$ cat config.mk
export PLATFORM = sky130hd
export DESIGN_NAME = qrp_switch_off
export DESIGN_NICKNAME = d
export VERILOG_FILES = /design/src/qrp_pkg.sv /design/src/qrp_spike_filter.sv /design/src/qrp_switch_off.sv
export SDC_FILE = /design/constraint.sdc
export NUM_CORES = 1
export LEC_CHECK = 0
export BUFFER_PORTS_ARGS = -buffer_cell sky130_fd_sc_hd__buf_2
export CAP_MARGIN = 30
export CORE_ASPECT_RATIO = 0.9
export CORE_MARGIN = 2
export CORE_UTILIZATION = 45
export CTS_CLUSTER_DIAMETER = 200
export DETAILED_ROUTE_END_ITERATION = 12
export GPL_TIMING_DRIVEN = 0
export PLACE_DENSITY = 0.66
export SYNTH_ARGS = -nofsm -noshare
export SYNTH_HDL_FRONTEND = slang
export SYNTH_SLANG_ARGS = --single-unit
export TNS_END_PERCENT = 20
$ cat constraint.sdc
create_clock -name ref_clk -period 6.3 [get_ports ref_clk]
set_input_delay 0.315 -clock ref_clk [delete_from_list [all_inputs] [get_ports ref_clk]]
set_output_delay 0.315 -clock ref_clk [all_outputs]
set_load 0.02 [all_outputs]
$ cat src/qrp_pkg.sv
// Constants for the quasi-resonant switch-off and protection block.
// Assumes a 40 MHz ref_clk and an AXI4-Lite register port of 32 bits.
package qrp_pkg;
	// Clock period in picoseconds.
	localparam int CLK_PERIOD_PS = 25000;
	// Leading-edge blanking time in ns, least time, rounded up.
	localparam int EDGE_BLANK_TIME_NS = 280;
	localparam int EDGE_BLANK_CYC =
		(EDGE_BLANK_TIME_NS * 1000 + CLK_PERIOD_PS - 1) / CLK_PERIOD_PS;
	// Short-winding spike blanking time in ns, least time, rounded up.
	localparam int SHORT_WINDING_BLANK_TIME_NS = 190;
	localparam int SHORT_WINDING_BLANK_CYC =
		(SHORT_WINDING_BLANK_TIME_NS * 1000 + CLK_PERIOD_PS - 1) /
		CLK_PERIOD_PS;
	// Overvoltage blanking time in ns, least time, rounded up.
	localparam int AUX_OVP_BLANK_TIME_NS = 1000;
	localparam int AUX_OVP_BLANK_CYC =
		(AUX_OVP_BLANK_TIME_NS * 1000 + CLK_PERIOD_PS - 1) / CLK_PERIOD_PS;
	// Ringing suppression time in ns, least time, rounded up.
	localparam int RING_SUPP_TIME_NS = 2500;
	localparam int RING_SUPP_CYC =
		(RING_SUPP_TIME_NS * 1000 + CLK_PERIOD_PS - 1) / CLK_PERIOD_PS;
	// Maximum on-time in ns, longest time, rounded down.
	localparam int MAX_ON_TIME_NS = 25000;
	localparam int MAX_ON_CYC = MAX_ON_TIME_NS * 1000 / CLK_PERIOD_PS;
	// Maximum switching period in ns (20 kHz floor), rounded down.
	localparam int MAX_PERIOD_TIME_NS = 50000;
	localparam int MAX_PERIOD_CYC = MAX_PERIOD_TIME_NS * 1000 / CLK_PERIOD_PS;
	// Counter width for the timing counters.
	localparam int TIMER_W = 16;
	// Zero-crossing counter ceiling.
	localparam logic [2:0] ZC_MAX = 3'h7;
	// Register byte offsets.
	localparam logic [7:0] ADDR_CTRL = 8'h00;
	localparam logic [7:0] ADDR_STATUS = 8'h04;
	localparam logic [7:0] ADDR_INT_STAT = 8'h08;
	localparam logic [7:0] ADDR_INT_MASK = 8'h0C;
	localparam logic [7:0] ADDR_LIMIT_CFG = 8'h10;
	// Control register: bit 0 enables switching.
	localparam int CTRL_ENABLE_BIT = 0;
	localparam logic [31:0] CTRL_RESET = 32'h0000_0001;
	// Limit configuration: [7:0] top limit, [15:8] current threshold.
	localparam int LIM_MAX_LSB = 0;
	localparam int LIM_THR_LSB = 8;
	localparam logic [7:0] LIM_MAX_RESET = 8'hFF;
	localparam logic [7:0] LIM_THR_RESET = 8'h40;
	// Interrupt event bit positions.
	localparam int EV_LATCH = 0;
	localparam int EV_OVERLOAD = 1;
	localparam int EV_MAINS_UV = 2;
	localparam int EV_CUR_LIMIT = 3;
	localparam int EV_MAX_ON = 4;
	localparam int EV_W = 5;
	localparam logic [EV_W-1:0] INT_MASK_RESET = 5'h00;
	// AXI responses.
	localparam logic [1:0] RESP_OKAY = 2'h0;
	localparam logic [1:0] RESP_SLVERR = 2'h2;
	// Protection sequencer states.
	typedef enum logic [2:0] {
		ST_IDLE,
		ST_SOFT,
		ST_RUN,
		ST_OVERLOAD,
		ST_MAINS_UV,
		ST_LATCH
	} qrp_state_e;
endpackage : qrp_pkg

$ cat src/qrp_spike_filter.sv
// Qualifier that passes a comparator level only after it has stood high.
// Assumes the raw input is synchronous to ref_clk.
`timescale 1ns/1ps
module qrp_spike_filter #(
	parameter int HOLD_CYC = 8,
	parameter int CNT_W = 8
) (
	// Clock and reset.
	input wire logic ref_clk,
	input wire logic rstn,
	// Qualification window and raw level.
	input wire logic arm,
	input wire logic raw,
	// Qualified level.
	output logic hit
);
	logic [CNT_W-1:0] cnt;

	// The count restarts whenever the level drops or the window closes.
	always_ff @(posedge ref_clk) begin
		if (!rstn) begin
			cnt <= '0;
		end else if (!(arm && raw)) begin
			cnt <= '0;
		end else if (cnt != CNT_W'(HOLD_CYC)) begin
			cnt <= cnt + 1'b1;
		end
	end

	assign hit = arm && raw && (cnt == CNT_W'(HOLD_CYC));
endmodule : qrp_spike_filter

$ cat src/qrp_switch_off.sv
// Switch-off and protection sequencer of a quasi-resonant flyback controller.
// Assumes comparator outputs arrive synchronous to ref_clk and that an
// AXI4-Lite master reaches the registers.
//
// Summary of operation
// - Gate latch resets once scaled sense (3.3 x Vcs + 0.7) exceeds feedback.
// - Gate is forced low after standing high for the maximum on-time.
// - Gate turns off at once when the current-limit comparator trips.
// - Current-limit trips are ignored during edge blanking after turn-on.
// - Short-winding trip (1.68V) during on-time enters latched-off state.
// - Short-winding trip must stand through its blank time before acting.
// - Current limit is lowered by the aux pin current above its threshold.
// - Supply undervoltage resets internal state and holds the gate off.
// - Blank-cap charge turns on at overload, off at cap high or fb release.
// - Cap above its high threshold trips overload: gate off, fb pulled up.
// - After overload, wait for cap below low threshold, then soft start.
// - Aux overvoltage during switch-off time enters latched-off state.
// - Mains sense low blocks the gate; in soft start or run it also enables the hysteresis source.
// - Recovery from mains undervoltage always goes through soft start.
// - After ringing suppression, turn-on needs zc count >= up/down value or the maximum period to elapse.
`timescale 1ns/1ps
module qrp_switch_off
	import qrp_pkg::*;
#(
	parameter int MAX_ON_CYCLES = MAX_ON_CYC,
	parameter int MAX_PERIOD_CYCLES = MAX_PERIOD_CYC
) (
	// Clock and reset.
	input wire logic ref_clk,
	input wire logic rstn,
	// Comparator levels.
	input wire logic pwm_trip,
	input wire logic cur_limit_trip,
	input wire logic short_winding_trip,
	input wire logic aux_ovp_trip,
	input wire logic supply_uv,
	input wire logic fb_overload,
	input wire logic fb_below_release,
	input wire logic blank_cap_high,
	input wire logic blank_cap_low,
	input wire logic mains_low,
	// Switch-on inputs.
	input wire logic zero_cross,
	input wire logic [2:0] updown_value,
	input wire logic soft_start_done,
	// Digitised aux pin current.
	input wire logic [7:0] aux_pin_current,
	// Power stage and analog controls.
	output logic gate,
	output logic blank_cap_charge_source,
	output logic fb_pullup,
	output logic mains_hysteresis_source,
	output logic soft_start_active,
	output logic [7:0] cs_limit_level,
	// AXI4-Lite slave.
	input wire logic [7:0] s_axi_awaddr,
	input wire logic s_axi_awvalid,
	output logic s_axi_awready,
	input wire logic [31:0] s_axi_wdata,
	input wire logic [3:0] s_axi_wstrb,
	input wire logic s_axi_wvalid,
	output logic s_axi_wready,
	output logic [1:0] s_axi_bresp,
	output logic s_axi_bvalid,
	input wire logic s_axi_bready,
	input wire logic [7:0] s_axi_araddr,
	input wire logic s_axi_arvalid,
	output logic s_axi_arready,
	output logic [31:0] s_axi_rdata,
	output logic [1:0] s_axi_rresp,
	output logic s_axi_rvalid,
	input wire logic s_axi_rready,
	// Interrupt.
	output logic irq
);
	qrp_state_e state;
	qrp_state_e next_state;
	logic next_gate;
	logic [TIMER_W-1:0] on_cnt;
	logic [TIMER_W-1:0] off_cnt;
	logic [TIMER_W-1:0] period_cnt;
	logic [2:0] zc_cnt;
	logic sw_ok;
	logic leb_done;
	logic ring_done;
	logic max_on_hit;
	logic cl_hit;
	logic turn_on;
	logic turn_off;
	logic sw_hit;
	logic ovp_hit;
	logic [31:0] ctrl;
	logic [7:0] lim_max;
	logic [7:0] lim_thr;
	logic [EV_W-1:0] int_stat;
	logic [EV_W-1:0] int_mask;
	logic [EV_W-1:0] ev;
	logic aw_held;
	logic w_held;
	logic [7:0] aw_addr;
	logic [31:0] w_data;
	logic [3:0] w_strb;
	logic do_write;
	logic [EV_W-1:0] w1c;
	logic [7:0] excess;

	////////////////////////////////////////////////////////////////////////
	// Comparator qualification.

	// Short-winding trip counts only while the gate is on.
	qrp_spike_filter #(
		.HOLD_CYC(SHORT_WINDING_BLANK_CYC),
		.CNT_W(8)
	) u_sw_filter (
		.ref_clk(ref_clk),
		.rstn(rstn),
		.arm(gate),
		.raw(short_winding_trip),
		.hit(sw_hit)
	);

	// Overvoltage is watched during the off time only.
	qrp_spike_filter #(
		.HOLD_CYC(AUX_OVP_BLANK_CYC),
		.CNT_W(8)
	) u_ovp_filter (
		.ref_clk(ref_clk),
		.rstn(rstn),
		.arm(!gate && sw_ok),
		.raw(aux_ovp_trip),
		.hit(ovp_hit)
	);

	////////////////////////////////////////////////////////////////////////
	// Gate timing.

	assign sw_ok = (state == ST_SOFT) || (state == ST_RUN);
	assign leb_done = on_cnt >= TIMER_W'(EDGE_BLANK_CYC);
	assign cl_hit = cur_limit_trip && leb_done;
	assign max_on_hit = on_cnt >= TIMER_W'(MAX_ON_CYCLES - 1);
	assign ring_done = off_cnt >= TIMER_W'(RING_SUPP_CYC);
	assign turn_off = pwm_trip || cl_hit || max_on_hit;
	assign turn_on = ring_done && ((zc_cnt >= updown_value) ||
		(period_cnt >= TIMER_W'(MAX_PERIOD_CYCLES)));

	// Gate flip-flop: set by the switch-on logic, reset by switch-off.
	always_comb begin
		next_gate = gate;
		if (!sw_ok || (next_state != ST_SOFT && next_state != ST_RUN)) begin
			next_gate = 1'b0;
		end else if (gate) begin
			if (turn_off) begin
				next_gate = 1'b0;
			end
		end else if (turn_on) begin
			next_gate = 1'b1;
		end
	end

	always_ff @(posedge ref_clk) begin
		if (!rstn || supply_uv) begin
			gate <= 1'b0;
		end else begin
			gate <= next_gate;
		end
	end

	// On-time counter, restarted at each turn-on.
	always_ff @(posedge ref_clk) begin
		if (!rstn || !gate) begin
			on_cnt <= '0;
		end else if (on_cnt != '1) begin
			on_cnt <= on_cnt + 1'b1;
		end
	end

	// Off-time counter for ringing suppression.
	always_ff @(posedge ref_clk) begin
		if (!rstn || gate) begin
			off_cnt <= '0;
		end else if (off_cnt != '1) begin
			off_cnt <= off_cnt + 1'b1;
		end
	end

	// Period counter since the last turn-on.
	always_ff @(posedge ref_clk) begin
		if (!rstn || (next_gate && !gate)) begin
			period_cnt <= '0;
		end else if (period_cnt != '1) begin
			period_cnt <= period_cnt + 1'b1;
		end
	end

	// Zero crossings counted after ringing suppression, cleared at turn-on.
	always_ff @(posedge ref_clk) begin
		if (!rstn || gate) begin
			zc_cnt <= '0;
		end else if (zero_cross && ring_done && zc_cnt != ZC_MAX) begin
			zc_cnt <= zc_cnt + 1'b1;
		end
	end

	////////////////////////////////////////////////////////////////////////
	// Protection sequencer.

	always_comb begin
		next_state = state;
		unique case (state)
			ST_IDLE: begin
				if (ctrl[CTRL_ENABLE_BIT] && !mains_low) begin
					next_state = ST_SOFT;
				end
			end
			ST_SOFT, ST_RUN: begin
				if (sw_hit || ovp_hit) begin
					next_state = ST_LATCH;
				end else if (blank_cap_high) begin
					next_state = ST_OVERLOAD;
				end else if (mains_low) begin
					next_state = ST_MAINS_UV;
				end else if (!ctrl[CTRL_ENABLE_BIT]) begin
					next_state = ST_IDLE;
				end else if (state == ST_SOFT && soft_start_done) begin
					next_state = ST_RUN;
				end
			end
			ST_OVERLOAD: begin
				if (blank_cap_low) begin
					next_state = ST_SOFT;
				end
			end
			ST_MAINS_UV: begin
				if (!mains_low) begin
					next_state = ST_SOFT;
				end
			end
			ST_LATCH: begin
				next_state = ST_LATCH;
			end
		endcase
	end

	always_ff @(posedge ref_clk) begin
		if (!rstn || supply_uv) begin
			state <= ST_IDLE;
		end else begin
			state <= next_state;
		end
	end

	// Blank-cap charge source enable.
	always_ff @(posedge ref_clk) begin
		if (!rstn || supply_uv || !sw_ok) begin
			blank_cap_charge_source <= 1'b0;
		end else if (blank_cap_high || fb_below_release) begin
			blank_cap_charge_source <= 1'b0;
		end else if (fb_overload) begin
			blank_cap_charge_source <= 1'b1;
		end
	end

	assign fb_pullup = (state == ST_OVERLOAD);
	assign mains_hysteresis_source = (state == ST_MAINS_UV);
	assign soft_start_active = (state == ST_SOFT);

	////////////////////////////////////////////////////////////////////////
	// Line-dependent current limit.

	assign excess = (aux_pin_current > lim_thr) ?
		(aux_pin_current - lim_thr) : 8'h00;

	always_ff @(posedge ref_clk) begin
		if (!rstn) begin
			cs_limit_level <= LIM_MAX_RESET;
		end else if (lim_max > excess) begin
			cs_limit_level <= lim_max - excess;
		end else begin
			cs_limit_level <= 8'h00;
		end
	end

	////////////////////////////////////////////////////////////////////////
	// Interrupt events.

	always_comb begin
		ev = '0;
		ev[EV_LATCH] = (state != ST_LATCH) && (next_state == ST_LATCH);
		ev[EV_OVERLOAD] = (state != ST_OVERLOAD) &&
			(next_state == ST_OVERLOAD);
		ev[EV_MAINS_UV] = (state != ST_MAINS_UV) &&
			(next_state == ST_MAINS_UV);
		ev[EV_CUR_LIMIT] = gate && cl_hit;
		ev[EV_MAX_ON] = gate && max_on_hit;
	end

	// Write one to clear; a new event in the same cycle wins.
	always_ff @(posedge ref_clk) begin
		if (!rstn) begin
			int_stat <= '0;
		end else begin
			int_stat <= (int_stat & ~w1c) | ev;
		end
	end

	assign irq = |(int_stat & int_mask);

	////////////////////////////////////////////////////////////////////////
	// AXI4-Lite write path.

	assign s_axi_awready = !aw_held && !s_axi_bvalid;
	assign s_axi_wready = !w_held && !s_axi_bvalid;
	assign do_write = aw_held && w_held && !s_axi_bvalid;
	assign w1c = (do_write && aw_addr == ADDR_INT_STAT && w_strb[0]) ?
		w_data[EV_W-1:0] : '0;

	always_ff @(posedge ref_clk) begin
		if (!rstn) begin
			aw_held <= 1'b0;
			aw_addr <= 8'h00;
		end else if (s_axi_awvalid && s_axi_awready) begin
			aw_held <= 1'b1;
			aw_addr <= s_axi_awaddr;
		end else if (do_write) begin
			aw_held <= 1'b0;
		end
	end

	always_ff @(posedge ref_clk) begin
		if (!rstn) begin
			w_held <= 1'b0;
			w_data <= 32'h0000_0000;
			w_strb <= 4'h0;
		end else if (s_axi_wvalid && s_axi_wready) begin
			w_held <= 1'b1;
			w_data <= s_axi_wdata;
			w_strb <= s_axi_wstrb;
		end else if (do_write) begin
			w_held <= 1'b0;
		end
	end

	always_ff @(posedge ref_clk) begin
		if (!rstn) begin
			s_axi_bvalid <= 1'b0;
			s_axi_bresp <= RESP_OKAY;
		end else if (do_write) begin
			s_axi_bvalid <= 1'b1;
			unique case (aw_addr)
				ADDR_CTRL, ADDR_STATUS, ADDR_INT_STAT, ADDR_INT_MASK,
				ADDR_LIMIT_CFG: s_axi_bresp <= RESP_OKAY;
				default: s_axi_bresp <= RESP_SLVERR;
			endcase
		end else if (s_axi_bready) begin
			s_axi_bvalid <= 1'b0;
		end
	end

	// Control register.
	always_ff @(posedge ref_clk) begin
		if (!rstn) begin
			ctrl <= CTRL_RESET;
		end else if (do_write && aw_addr == ADDR_CTRL && w_strb[0]) begin
			ctrl <= {24'h00_0000, w_data[7:0]} & CTRL_RESET;
		end
	end

	// Interrupt mask register.
	always_ff @(posedge ref_clk) begin
		if (!rstn) begin
			int_mask <= INT_MASK_RESET;
		end else if (do_write && aw_addr == ADDR_INT_MASK && w_strb[0]) begin
			int_mask <= w_data[EV_W-1:0];
		end
	end

	// Current limit configuration register.
	always_ff @(posedge ref_clk) begin
		if (!rstn) begin
			lim_max <= LIM_MAX_RESET;
			lim_thr <= LIM_THR_RESET;
		end else if (do_write && aw_addr == ADDR_LIMIT_CFG) begin
			if (w_strb[0]) begin
				lim_max <= w_data[LIM_MAX_LSB +: 8];
			end
			if (w_strb[1]) begin
				lim_thr <= w_data[LIM_THR_LSB +: 8];
			end
		end
	end

	////////////////////////////////////////////////////////////////////////
	// AXI4-Lite read path.

	assign s_axi_arready = !s_axi_rvalid;

	always_ff @(posedge ref_clk) begin
		if (!rstn) begin
			s_axi_rvalid <= 1'b0;
			s_axi_rdata <= 32'h0000_0000;
			s_axi_rresp <= RESP_OKAY;
		end else if (s_axi_arvalid && s_axi_arready) begin
			s_axi_rvalid <= 1'b1;
			s_axi_rresp <= RESP_OKAY;
			unique case (s_axi_araddr)
				ADDR_CTRL: s_axi_rdata <= ctrl;
				ADDR_STATUS: s_axi_rdata <= {16'h0000, cs_limit_level,
					1'b0, 3'(state), blank_cap_charge_source, fb_pullup,
					mains_hysteresis_source, gate};
				ADDR_INT_STAT: s_axi_rdata <= {27'h000_0000, int_stat};
				ADDR_INT_MASK: s_axi_rdata <= {27'h000_0000, int_mask};
				ADDR_LIMIT_CFG: s_axi_rdata <= {16'h0000, lim_thr, lim_max};
				default: begin
					s_axi_rdata <= 32'h0000_0000;
					s_axi_rresp <= RESP_SLVERR;
				end
			endcase
		end else if (s_axi_rready) begin
			s_axi_rvalid <= 1'b0;
		end
	end
endmodule : qrp_switch_off

Yosys cells after proc, flatten, opt, wreduce, memory -nomap -nowiden
Index checks and enable logic that the tools add are counted.
{"block": "op_classes", "n_bitwise": 4, "n_addsub": 8, "eq_ne": 29, "reduce_logical": 68, "muxes": 26, "order_cmp": 7}
{"cell": "16-bit case mux with 5 select lines", "count": 1}
{"cell": "16-bit by 1-bit adder with 16-bit output, second input constant", "count": 3}
{"cell": "16-bit != test, second input constant", "count": 3}
{"cell": "8-bit by 4-bit == test with 1-bit output, second input constant", "count": 5}
{"cell": "1-bit logical AND", "count": 32}
{"cell": "3-bit two-way mux", "count": 8}
{"cell": "8-bit by 1-bit adder with 8-bit output, second input constant", "count": 2}
{"cell": "8-bit by 3-bit == test with 1-bit output, second input constant", "count": 2}
{"cell": "8-bit by 5-bit == test with 1-bit output, second input constant", "count": 2}
{"cell": "16-bit by 10-bit >= comparator with 1-bit output, second input constant", "count": 1}
{"cell": "16-bit by 11-bit >= comparator with 1-bit output, second input constant", "count": 1}
{"cell": "16-bit by 4-bit >= comparator with 1-bit output, second input constant", "count": 1}
{"cell": "16-bit by 7-bit >= comparator with 1-bit output, second input constant", "count": 1}
{"cell": "8-bit > comparator", "count": 2}
{"cell": "8-bit logical NOT", "count": 2}
{"cell": "8-bit two-way mux", "count": 2}
{"cell": "8-bit subtractor", "count": 2}
{"cell": "3-bit case mux with 5 select lines", "count": 1}
{"cell": "5-bit OR reduction", "count": 3}
{"cell": "3-bit == test, second input constant", "count": 4}
{"cell": "1-bit logical OR", "count": 12}
{"cell": "1-bit two-way mux", "count": 11}
{"cell": "5-bit AND", "count": 2}
{"cell": "3-bit by 2-bit == test with 1-bit output, second input constant", "count": 3}
{"cell": "18 further kinds", "count": 36}
{"block": "word_totals", "output_inout_bits": 55, "word_cells": 167, "ff_bits": 173}

Depth between registers and ports, before layout
Gate-level depths: netlist (run 1).
{"block": "logic_depth", "ltp_word": 14, "ltp_mapped": 19, "ltp_nobuf": 19}

Cells and area by module
Synthesis (run 1) repeated with hierarchy kept, for this count alone.
{"block": "unflattened", "hier_cells": 940, "area_unflattened_um2": 7948.9}
{"module": "qrp_switch_off", "seq_area_each_um2": 2782.7, "area_each_um2": 7126.8, "cells_each": 844, "instances": 1}
{"module": "qrp_spike_filter at u_ovp_filter", "seq_area_each_um2": 160.2, "area_each_um2": 414.1, "cells_each": 48, "instances": 1}
{"module": "qrp_spike_filter at u_sw_filter", "seq_area_each_um2": 160.2, "area_each_um2": 407.9, "cells_each": 48, "instances": 1}

Worst setup path after synthesis (run 1)
No wires, ideal clock.
{"block": "synth_path", "kind": "in2reg", "start": "input aux_pin_current[0]", "end": "register cs_limit_level[2]", "slack_ns": 2.748, "stages": 19, "required_ns": 6.166, "setup_ns": 0.134, "arrival_time_ns": 3.418, "cell_sequence": "inv_1 -> ha_1 -> inv_1 -> fa_1 -> a21o_1 -> a21oi_1 -> o21ai_0 -> o211ai_1 -> a21oi_1 -> nor2b_1 -> ha_1 -> inv_1 -> fa_1 -> a21o_1 -> a21oi_1 -> nor2_1 -> a211oi_1 -> a211o_1 -> o21ai_0"}
{"block": "synth_between", "elab_chain_len": 4}
{"element": "start: declaration", "line": "qrp_switch_off.sv:47", "rtl": "input wire logic [7:0] aux_pin_current,"}
{"element": "8-bit subtractor / 8-bit > comparator (equally long branches)", "line": "qrp_switch_off.sv:271, qrp_switch_off.sv:270"}
{"element": "8-bit two-way mux *", "line": "qrp_switch_off.sv:270", "rtl": "assign excess = (aux_pin_current > lim_thr) ?"}
{"element": "8-bit subtractor / 8-bit > comparator (equally long branches)", "line": "qrp_switch_off.sv:277, qrp_switch_off.sv:276"}
{"element": "8-bit two-way mux *", "line": "qrp_switch_off.sv:276", "rtl": "end else if (lim_max > excess) begin"}
{"element": "end signal: assignment", "line": "qrp_switch_off.sv:277", "rtl": "cs_limit_level <= lim_max - excess;"}
{"element": "end: declaration", "line": "qrp_switch_off.sv:54", "rtl": "output logic [7:0] cs_limit_level,"}
Every way passes the cells marked *; elsewhere a longest branch is shown, timed or not.
A chain may end at the register's enable or synchronous reset.

Final worst setup path (run 1)
{"block": "layout_path", "start": "register lim_thr[2]", "end": "register cs_limit_level[5]"}
{"block": "layout_between", "elab_chain_len": 4}
{"element": "start: declaration", "line": "qrp_switch_off.sv:94", "rtl": "logic [7:0] lim_thr;"}
{"element": "start signal: assignment", "line": "qrp_switch_off.sv:387", "rtl": "lim_thr <= w_data[LIM_THR_LSB +: 8];"}
{"element": "8-bit subtractor / 8-bit > comparator (equally long branches)", "line": "qrp_switch_off.sv:271, qrp_switch_off.sv:270"}
{"element": "8-bit two-way mux *", "line": "qrp_switch_off.sv:270"}
{"element": "8-bit subtractor / 8-bit > comparator (equally long branches)", "line": "qrp_switch_off.sv:277, qrp_switch_off.sv:276"}
{"element": "8-bit two-way mux *", "line": "qrp_switch_off.sv:276"}
Marked as above.

==> flow_summary.yaml, run 1 <==
outcome:
  status: "finished clean"
floorplan:
  ios: 137
  start_util_pct: 46.16
  die_area_um2: 18460
  fp.coreArea_um2: 16950
  die_h_um: 129.1
  fp.dieW_um: 143.0
  rows: 45
yosys:
  synthSimpleGateAreaFrac_pct: 26.44
  synth-edff-count: 0
  synth_top_family_by_area: "simple AND/OR/NAND/NOR gates"
  synth_mux_area_share_pct: 2.719
  yosysUniqueCellTypes: 78
  synthAdderAreaFrac_pct: 5.470
  synth_xor_area_share_pct: 6.478
  ys_warn_count: 0
  yosysSeqAreaShare_pct: 39.67
  yosys_most_used_dff: "dfxtp_1"
  syn_area_um2: 7823
  ys_ff_latch: 155
  synthArstFlopShare_pct: 0
  syn_avg_cell_area_um2: 8.234
  synth-compound-area-share_pct: 13.79
  syn_inst: 950
place:
  hpwl_mm: 14.14
  gp_congestion: 0.9252
  portBuffers: 100
finish:
  register_area_um2: 3103
  post-route-util_pct: 55.02
  final_layout_size_suffix_gt1_share_pct: 16.83
  area_growth_pct: 19.21
  fillers: 1645
  nNetsFinal: 1201
  multiInputGateArea_um2: 4362
  final_common_cell: "dfxtp_1"
  layout_common_cells: "dfxtp_1 (155), nand2_1 (140), buf_2 (103), nor2_1 (103), a21oi_1 (60)"
  antenna_cells: 0
worst_setup_path:
  max_stage_delay_ps: 470
  start_kind: "flop"
  r2r_start: "lim_thr[2]$_SDFFE_PN0P_"
  crit_chain: "inv_1 -> ha_1 -> a21o_1 -> a21oi_1 -> o21ai_0 -> o211ai_1 -> a21oi_1 -> nor2b_1 -> ha_1 -> inv_1 -> fa_1 -> a21o_1 -> a21oi_1 -> nor2_1 -> a211oi_1 -> a211o_1 -> o21ai_0"
  worst_path_most_repeated_cell: "a21oi_1"
  critical_path_class: "flop to flop"
  critPathArrivalTime_ps: 4480
  required_ps: 6580
  crit_slowest_cell: "a21oi_1"
  worstSetupEndpointType: "flop"
  cp_top_family: "compound AO/OA/AOI/OAI gates"
  crit_path_start: "lim_thr[2]$_SDFFE_PN0P_"
  critPathMaxFanout: 8
  cp_num_buf_inv: 2
min_path:
  min_from: "s_axi_rready"
  hp-class: "input port to flop"
drt:
  drt-pass1-iter-count: 5
  drcViolationCount: 0
  wl_per_cell_um: 14.23
  vias: 6885
  ant_nets: 0
  wirelength_mm: 18.98
  detailedRoute.firstIterationViolations: 437
  vias_per_cell: 5.161
pwr:
  ir_drop_v: 0.0002084
  leakagePower_nw: 3.863
  p_per_area_nw_per_um2: 252.4
  total_power_mw: 2.354
timing:
  whs_ps: 73.46
  setup_tns_ps: 0
  fin_crit_ps: 4198
  finalMaxSlewViolations: 0
  maxSlewHeadroom_pct: 51.59
  hold_viol: 0
  rsz0062_at_grt: "no"
  clock_skew_ps: 15.09
  clock.fmax_ghz: 0.2382
  fin_crit_sh_pct: 66.63
  tightest_slew_ps: 724.6
  setup_viol_count_final: 0
clocking:
  post_cts_buffers: 0
  path_clk_slew_ps: 60
  cts.sinks: 155
  clock_path_buffers: 2
  holdBufCountCts: 0
  cts_resized: 0
  cts-root-buf: "clkbuf_16"
  cts_buffers: 17
  insertion_delay_ps: 430
  htreeDepth: 4
  cts_tree: "done"
global_route:
  grt_pass1_wl_mm: 31.02
  first_global_vias: 6229
  antenna_found_initial: 0
  grt_util_all_layers_pct: 21.00
  grt_max_degree: 17
  grt-ovfl-total: 0
flow_run:
  drv_cap: 0
==> cells in the mapped netlist (all sizes together) (3+ instances only) <==
library cell | n | share of area [%]
a211o | 4 | 0.45
a211oi | 3 | 0.29
a21oi | 60 | 3.8
a222oi | 5 | 0.64
a22oi | 13 | 1.2
a31o | 5 | 0.56
a31oi | 4 | 0.32
and2 | 16 | 1.3
and3 | 13 | 1.0
and3b | 3 | 0.34
and4 | 3 | 0.35
buf | 25 | 2.3
clkbuf | 27 | 1.3
dfxtp | 155 | 40
ha | 31 | 5.0
inv | 36 | 1.7
mux2i | 19 | 2.4
nand2 | 140 | 6.7
nand2b | 8 | 0.64
nand3 | 45 | 2.9
nand3b | 4 | 0.38
nand4 | 21 | 1.7
nor2 | 113 | 5.7
nor2b | 7 | 0.56
nor3 | 22 | 1.5
nor3b | 5 | 0.48
nor4 | 4 | 0.32
o211ai | 3 | 0.29
o21ai | 37 | 2.4
o22ai | 3 | 0.24
o31ai | 4 | 0.38
or3 | 9 | 0.74
or4 | 6 | 0.58
xnor2 | 23 | 2.7
xor2 | 34 | 3.8
==> area by class of cell <==
class	instances	area share, %
Multi-Input combinational cell	723	46.77
Sequential cell	155	33.28
Timing Repair Buffer	100	5.367
Clock buffer	22	5.193
Tap cell	235	3.153
Buffer	52	3.032
Clock inverter	10	1.717
Inverter	37	1.489
==> registers in the layout, summed over array words and instances (netlist names), 8 cells and up <==
register,count
period_cnt,16
aw_addr,8
u_sw_filter.cnt,8
s_axi_rdata,16
w_data,16
cs_limit_level,8
off_cnt,16
on_cnt,16
lim_thr,8
u_ovp_filter.cnt,8
lim_max,8
==> stage by stage <==
step	instances	instance area, um2	setup slack, ps
final	1334	9325	2102
after CTS	1334	9325	2147
after global routing	1334	9325	1863
after detailed placement	1302	8681	2086
after global placement	1302	8681	2155
after floorplan	967	7886	2748
==> report_power, final <==
group          internal (mW)  leakage (nW)  switching [mW]
combinational         0.0838          2.29           0.129
clock                  0.705         0.316           0.409
sequential              1.01          1.26          0.0203
==> worst register-to-register path, delay by kind of cell (launching register included) <==
family,cells,cell delay [ps]
compound gates,10,2200
fa+ha+maj,3,960
flops,1,420
simple gates,2,330
buf+inv,2,140
==> cells by family after synthesis <==
logic type / after synthesis
AND/OR/NAND/NOR: 430
adder cells (fa/ha/maj): 33
flip-flops: 155
XOR/XNOR: 57
other: 1
buffers and inverters: 89
AO/OA/AOI/OAI: 165
multiplexers: 20
==> routing by layer <==
| layer | global-route usage (%) | vias up | wire length (um) |
|---|---|---|---|
| met5 | 0 | - | 0 |
| met1 | 31.60 | 3137 | 9900 |
| met2 | 30.65 | 187 | 7810 |
| met3 | 3.991 | 17 | 1035 |
| li1 | - | 3544 | - |
| met4 | 5.824 | 0 | 237 |
==> worst paths after layout <==
path	end	slack (ps)	cells past startpoint
max	cs_limit_level[5]$_SDFF_PN1_	2100	17
min	s_axi_rvalid$_SDFFE_PN0P_	70	2
max reg2reg	cs_limit_level[5]$_SDFF_PN1_	2100	17
min reg2reg	w_strb[1]$_SDFFE_PN0P_	460	2
Note: power is estimated with default switching activity, not from simulation.
==> run 2, diff against run 1 <==
ABC_AREA = 1   (was not set)
clock period = 3.9 ns   (was 6.3 ns; I/O delays follow)
==> run 2 against run 1 <==
Core utilization is 0.96 points lower. Count of clock-buffer cells in the layout is 3 lower. Die area is 3.4% higher. Combinational power is 77% higher. Cell count is 13% higher. Sequential cell count stayed put. Global-route usage is 0.051 points higher. Clock skew is 9.7 ps lower. Sequential power is 61% higher. First-iteration DRC count is 1.8% higher. Total power is 53% higher. Critical endpoint is now cs_limit_level[7]$_SDFF_PN1_. Largest power group is now registers.
==> flow_summary.yaml, run 2 <==
finish:
  final_layout_size_suffix_gt1_share_pct: 17.38
  stdcell_count: 1506
  antenna_cells: 0
  final_common_cell: "nand2_1"
  area_growth_pct: 17.66
  nNetsFinal: 1368
  multiInputGateArea_um2: 4187
  register_area_um2: 3103
  layout_common_cells: "nand2_1 (172), inv_1 (157), dfxtp_1 (155)"
  fillers: 1771
drt:
  ant_nets: 0
  drt-pass1-iter-count: 5
  detailedRoute.firstIterationViolations: 445
  wirelength_mm: 19.70
  drcViolationCount: 0
  wl_per_cell_um: 13.08
  vias: 7399
  vias_per_cell: 4.913
timing:
  maxSlewHeadroom_pct: 38.05
  finalMaxSlewViolations: 0
  clock.fmax_ghz: 0.2947
  tightest_slew_ps: 920.7
  setup_viol_count_final: 0
  rsz0062_at_grt: "no"
  hold_viol: 0
  clock_skew_ps: 5.440
  fin_crit_sh_pct: 87.01
  whs_ps: 11.67
  fin_crit_ps: 3394
  setup_tns_ps: 0
outcome:
  status: "finished clean"
floorplan:
  fp.dieW_um: 145.4
  die_area_um2: 19070
  ios: 137
  start_util_pct: 45.95
  fp.coreArea_um2: 17610
  die_h_um: 131.2
  rows: 46
global_route:
  gr-usage-met2_pct: 34.41
  grt_use_met3_pct: 4.340
  grt-ovfl-total: 0
  grtUsageMet1_pct: 28.48
  grt_pass1_wl_mm: 33.03
  first_global_vias: 6824
  grt_max_degree: 17
  antenna_found_initial: 0
  top_usage_layer: "met2"
  grt_util_all_layers_pct: 21.05
yosys:
  ys_warn_count: 0
  yosys.cell_count.top_type: "nand2_1"
  synth_top_family_by_area: "simple AND/OR/NAND/NOR gates"
  netlist_top_cells_count: "nand2_1 (172), inv_1 (157), dfxtp_1 (155)"
  ys_ff_latch: 155
  synth_xor_area_share_pct: 3.571
  yosysSeqAreaShare_pct: 38.34
  synth-edff-count: 0
  syn_inst: 1116
  synth-compound-area-share_pct: 14.55
  synth_mux_area_share_pct: 0
  synthArstFlopShare_pct: 0
  yosys_most_used_dff: "dfxtp_1"
  synthAdderAreaFrac_pct: 5.288
  yosysUniqueCellTypes: 46
  synthTopCellsByArea: "dfxtp_1 (38%), nand2_1 (8.0%), inv_1 (7.3%)"
  synth_top_cell_by_area: "dfxtp_1"
  synth_top_area_share_pct: 38.34
  syn_area_um2: 8093
  syn_avg_cell_area_um2: 7.252
  synthSimpleGateAreaFrac_pct: 27.44
clocking:
  cts-root-buf: "clkbuf_16"
  cts.sinks: 155
  clock_path_buffers: 2
  insertion_delay_ps: 430
  path_clk_slew_ps: 70
  htreeDepth: 4
  cts_buffers: 17
  cts_tree: "done"
  post_cts_buffers: 0
pwr:
  leakagePower_nw: 4.194
  p_per_area_nw_per_um2: 377.4
  ir_drop_v: 0.0003268
min_path:
  hold_path_depth: 3
  hp-class: "input port to flop"
flow_run:
  drv_cap: 0
worst_setup_path:
  rr_worst_depth: 24
  required_ps: 4210
  reg2reg_slack_ps: 510
  critical_path_class: "flop to flop"
  worstSetupEndpointType: "flop"
  critPathArrivalTime_ps: 3700
  critPathMaxFanout: 8
  start_kind: "flop"
place:
  gp_congestion: 0.9038
  hpwl_mm: 15.07
  portBuffers: 100
  dp.cells: 1473
[run 2: path summary, 6_finish.rpt]
check                                                       from                          endpoint
worst min register to register  u_ovp_filter.cnt[7]$_SDFFE_PN0N_  u_ovp_filter.cnt[7]$_SDFFE_PN0N_
worst max-delay path                     lim_thr[3]$_SDFFE_PN0P_      cs_limit_level[7]$_SDFF_PN1_
worst max register to register           lim_thr[3]$_SDFFE_PN0P_      cs_limit_level[7]$_SDFF_PN1_
worst min-delay path                             s_axi_wdata[11]           w_data[11]$_SDFFE_PN0P_
[run 2: repair_timing]
| item | in CTS | in global routing |
|---|---|---|
| gates resized for setup | 0 | 1 |
| endpoints found under the hold margin | 1 | 0 |
| hold buffers | 1 | 0 |
| endpoints found under the setup margin | 0 | 7 |
[run 2: through the flow]
step / cell area [um2] / worst slack (ps) / util, % / power (mW)
2_1_floorplan: 8157 / 865.2 / - / 1.950
3_3_place_gp: 8957 / 510.7 / 50.86 / 2.065
3_5_place_dp: 8957 / 405.9 / 50.86 / 2.070
4_1_cts: 9518 / 391.2 / 54.04 / 3.617
5_1_grt: 9522 / 78.93 / 54.06 / 3.745
6_report: 9522 / 506.5 / 54.06 / 3.593
[run 2: logic make-up after synthesis]
logic type               after synthesis
other                                  1
flip-flops                           155
AO/OA/AOI/OAI                        218
AND/OR/NAND/NOR                      467
XOR/XNOR                              33
adder cells (fa/ha/maj)               33
buffers and inverters                209
[run 2: final cells by class]
| cell class | instances | share of cell area, % |
|---|---|---|
| buffer | 38 | 2.405 |
| clock buffer | 19 | 4.652 |
| clock inverter | 13 | 1.130 |
| inverter | 171 | 6.741 |
| multi-input combinational | 769 | 43.97 |
| sequential | 155 | 32.59 |
| tap | 240 | 3.154 |
| timing repair buffer | 101 | 5.361 |
[run 2: power breakdown]
| group | internal [mW] | switching, mW | total (mW) | leakage [nW] |
|---|---|---|---|---|
| sequential | 1.63 | 0.0297 | 1.66 | 1.26 |
| clock | 0.845 | 0.708 | 1.55 | 0.259 |
| combinational | 0.135 | 0.243 | 0.378 | 2.67 |
| total | 2.61 | 0.981 | 3.59 | 4.19 |
[run 2: critical path, cell delays in order, from the launching register on]
cell	delay, ps
dfxtp_1	310
inv_1	80
ha_1	350
nand2_1	60
inv_1	70
nand2_1	50
nand2_1	70
nand2_1	70
nand2_1	60
a21oi_1	70
nor2_1	110
o21ai_0	100
a21boi_2	300
nor2b_1	190
ha_1	160
inv_1	60
fa_1	400
nand2_1	80
nand2_1	90
nand2_1	70
o211ai_1	100
nand2_1	190
a21oi_1	60
o21ai_0	90
nand2_1	80
[run 2: routing by layer]
layer	wire, um	vias to the layer above
met2	8932	144
met1	9671	3352
met5	0	-
met3	886	20
met4	212	0
li1	-	3883
==> run 3, diff against run 2 <==
SYNTH_HIERARCHICAL = 1   (was not set)
==> run 3 against run 2 <==
Sequential cell count is the same. Combinational power up 1%. Clock power about the same. Cell area hardly changed. Core utilization is essentially flat. Setup slack improved by 200 ps. Routed wire length down 0.96%. Global-route usage decreased by 0.51 points.
==> flow_summary.yaml, run 3 <==
place:
  hpwl_mm: 15.13
  placed_cell_area_um2: 8951
  gp_congestion: 0.9269
  portBuffers: 100
  dp.cells: 1502
  dpl_worst_slack_ps: 725.8
pwr:
  total_power_mw: 3.569
  p_per_area_nw_per_um2: 374.9
  leakagePower_nw: 4.138
  p_int_mw: 2.594
  power_switching_uw: 974.5
  pwr-share-clk_pct: 42.6
  swShare_pct: 27.30
  p_comb_share_pct: 10.7
  p_seq_share_pct: 46.7
  ir_drop_v: 0.0002682
timing:
  fin_crit_ps: 3197
  clock.fmax_ghz: 0.3128
  maxSlewHeadroom_pct: 57.31
  rsz0062_at_grt: "no"
  whs_ps: 12.84
  finalMaxSlewViolations: 0
  tightest_slew_ps: 640.4
  setup_viol_count_final: 0
  fin_ws_ps: 702.7
  setup_tns_ps: 0
  fin_crit_sh_pct: 81.98
  clock_skew_ps: 9.651
  hold_viol: 0
floorplan:
  die_area_um2: 19060
  fp.coreArea_um2: 17610
  die_h_um: 131.2
  start_util_pct: 45.92
  rows: 46
  ios: 137
  fp.dieW_um: 145.3
finish:
  final_common_cell: "nand2_1"
  area_growth_pct: 17.73
  layout_common_cells: "nand2_1 (207), dfxtp_1 (155), inv_1 (141)"
  final_area_um2: 9520
  nNetsFinal: 1399
  final_layout_size_suffix_gt1_share_pct: 15.42
  post-route-util_pct: 54.06
  stdcell_count: 1537
  antenna_cells: 0
min_path:
  hp-class: "input port to flop"
  min_from: "s_axi_wdata[13]"
  hold_path_depth: 3
  whs_endpoint: "w_data[13]$_SDFFE_PN0P_"
global_route:
  antenna_found_initial: 0
  grt_util_all_layers_pct: 20.54
  grt_pass1_wl_mm: 32.33
  grt_max_degree: 17
  first_global_vias: 6702
  grt-ovfl-total: 0
worst_setup_path:
  rr_worst_depth: 18
  critPathArrivalTime_ps: 3560
  start_kind: "flop"
  critPathMaxFanout: 7
  required_ps: 4270
  r2r-end: "cs_limit_level[7]$_SDFF_PN1_"
  worstSetupEndpointType: "flop"
  r2r_start: "lim_thr[3]$_SDFFE_PN0P_"
  reg2reg_slack_ps: 700
  critical_path_class: "flop to flop"
yosys:
  synthTopCellsByArea: "dfxtp_1 (38%), nand2_1 (9.6%), inv_1 (6.5%)"
  synth-edff-count: 0
  synthArstFlopShare_pct: 0
  synth_top_cell_by_area: "dfxtp_1"
  yosysSeqAreaShare_pct: 38.37
  syn_avg_cell_area_um2: 7.062
  netlist_top_cells_count: "nand2_1 (207), dfxtp_1 (155), inv_1 (141)"
  syn_area_um2: 8087
  ys_warn_count: 6
  ys_ff_latch: 155
  yosys.cell_count.top_type: "nand2_1"
  syn_inst: 1145
  yosysUniqueCellTypes: 48
  yosys_most_used_dff: "dfxtp_1"
  synth_top_area_share_pct: 38.37
drt:
  drt-pass1-iter-count: 7
  ant_nets: 0
  vias_per_cell: 4.880
  wirelength_mm: 19.51
  drcViolationCount: 0
  vias: 7501
  detailedRoute.firstIterationViolations: 556
  wl_per_cell_um: 12.70
outcome:
  status: "finished clean"
clocking:
  post_cts_buffers: 0
  path_clk_slew_ps: 60
  cts.sinks: 155
  clock_path_buffers: 2
  cts_resized: 0
  htreeDepth: 4
  cts_buffers: 17
  insertion_delay_ps: 430
  cts_tree: "done"
  holdBufCountCts: 3
  cts-root-buf: "clkbuf_16"
flow_run:
  drv_cap: 0
-- run 3: changes by cell type after synthesis, moves of 6 or more --
cell     change
nor2_4      -11
o21ai_0     +12
inv_2       -10
nor3_1      +13
nand3_1     +17
nand2_2      -6
xor2_1       -8
nand2_1     +35
nor2_2      +15
inv_1       -16
o22ai_1      -9
-- run 3: power by group through the flow --
stage	Sequential (mW)	Combinational (mW)	Clock (mW)
after floorplan	1.71	0.247	0
after global routing	1.67	0.434	1.63
after detailed placement	1.70	0.379	0
after CTS	1.66	0.382	1.55
after global placement	1.70	0.376	0
final	1.67	0.382	1.52
-- run 3: per-layer routing --
| layer | share of wire, % | routed length, um | GRT usage, % | vias to the layer above |
|---|---|---|---|---|
| met5 | 0 | 0 | 0 | - |
| met4 | 1.1 | 216 | 5.991 | 0 |
| met3 | 4.1 | 791 | 4.132 | 14 |
| met2 | 44 | 8534 | 32.07 | 166 |
| met1 | 51 | 9970 | 28.76 | 3320 |
| li1 | - | - | - | 4001 |
-- run 3: cells by family (layout without fill, tap and decap cells) --
group | Yosys count | after routing | share of synthesized area [%]
fa+ha+maj | 33 | 33 | 5.292
flops | 155 | 155 | 38.37
other cells | 1 | 18 | 0.04637
buf+inv | 190 | 325 | 9.872
simple gates | 511 | 511 | 28.05
xor+xnor | 30 | 30 | 3.249
compound gates | 225 | 225 | 15.12
-- run 3: worst max-delay path by stage --
stage,from,cells after the start,end,slack [ps]
4_1_cts,lim_thr[3]$_SDFFE_PN0P_,19,cs_limit_level[7]$_SDFF_PN1_,710
2_1_floorplan,lim_thr[0]$_SDFFE_PN0P_,20,cs_limit_level[7]$_SDFF_PN1_,1230
3_5_place_dp,aux_pin_current[0],22,cs_limit_level[7]$_SDFF_PN1_,730
3_3_place_gp,aux_pin_current[0],22,cs_limit_level[7]$_SDFF_PN1_,670
5_1_grt,lim_thr[3]$_SDFFE_PN0P_,18,cs_limit_level[7]$_SDFF_PN1_,390
6_report,lim_thr[3]$_SDFFE_PN0P_,18,cs_limit_level[7]$_SDFF_PN1_,700
-- run 3: cell type report --
class | count | area [um2]
fill | 1757 | 8092
multi-input combinational | 817 | 4249
sequential | 155 | 3103
inverter | 148 | 555.5
timing repair buffer | 103 | 530.5
clock buffer | 17 | 425.4
tap | 240 | 300.3
buffer | 42 | 242.7
clock inverter | 15 | 113.9
-- run 3: critical path, stage by stage, from the launching register on --
cell and delay [ps]:
dfxtp_1 310, inv_1 90, ha_1 380, nand2_1 80, o21ai_0 270, nand2_1 80, o211ai_1 90, nand2_1 190
nor2_1 130, o21ai_0 130, ha_1 370, inv_1 90, nor3_1 260, nand2_1 90, o211ai_1 120, nand2_1 170
a21oi_1 130, o21ai_0 100, nand2_1 60
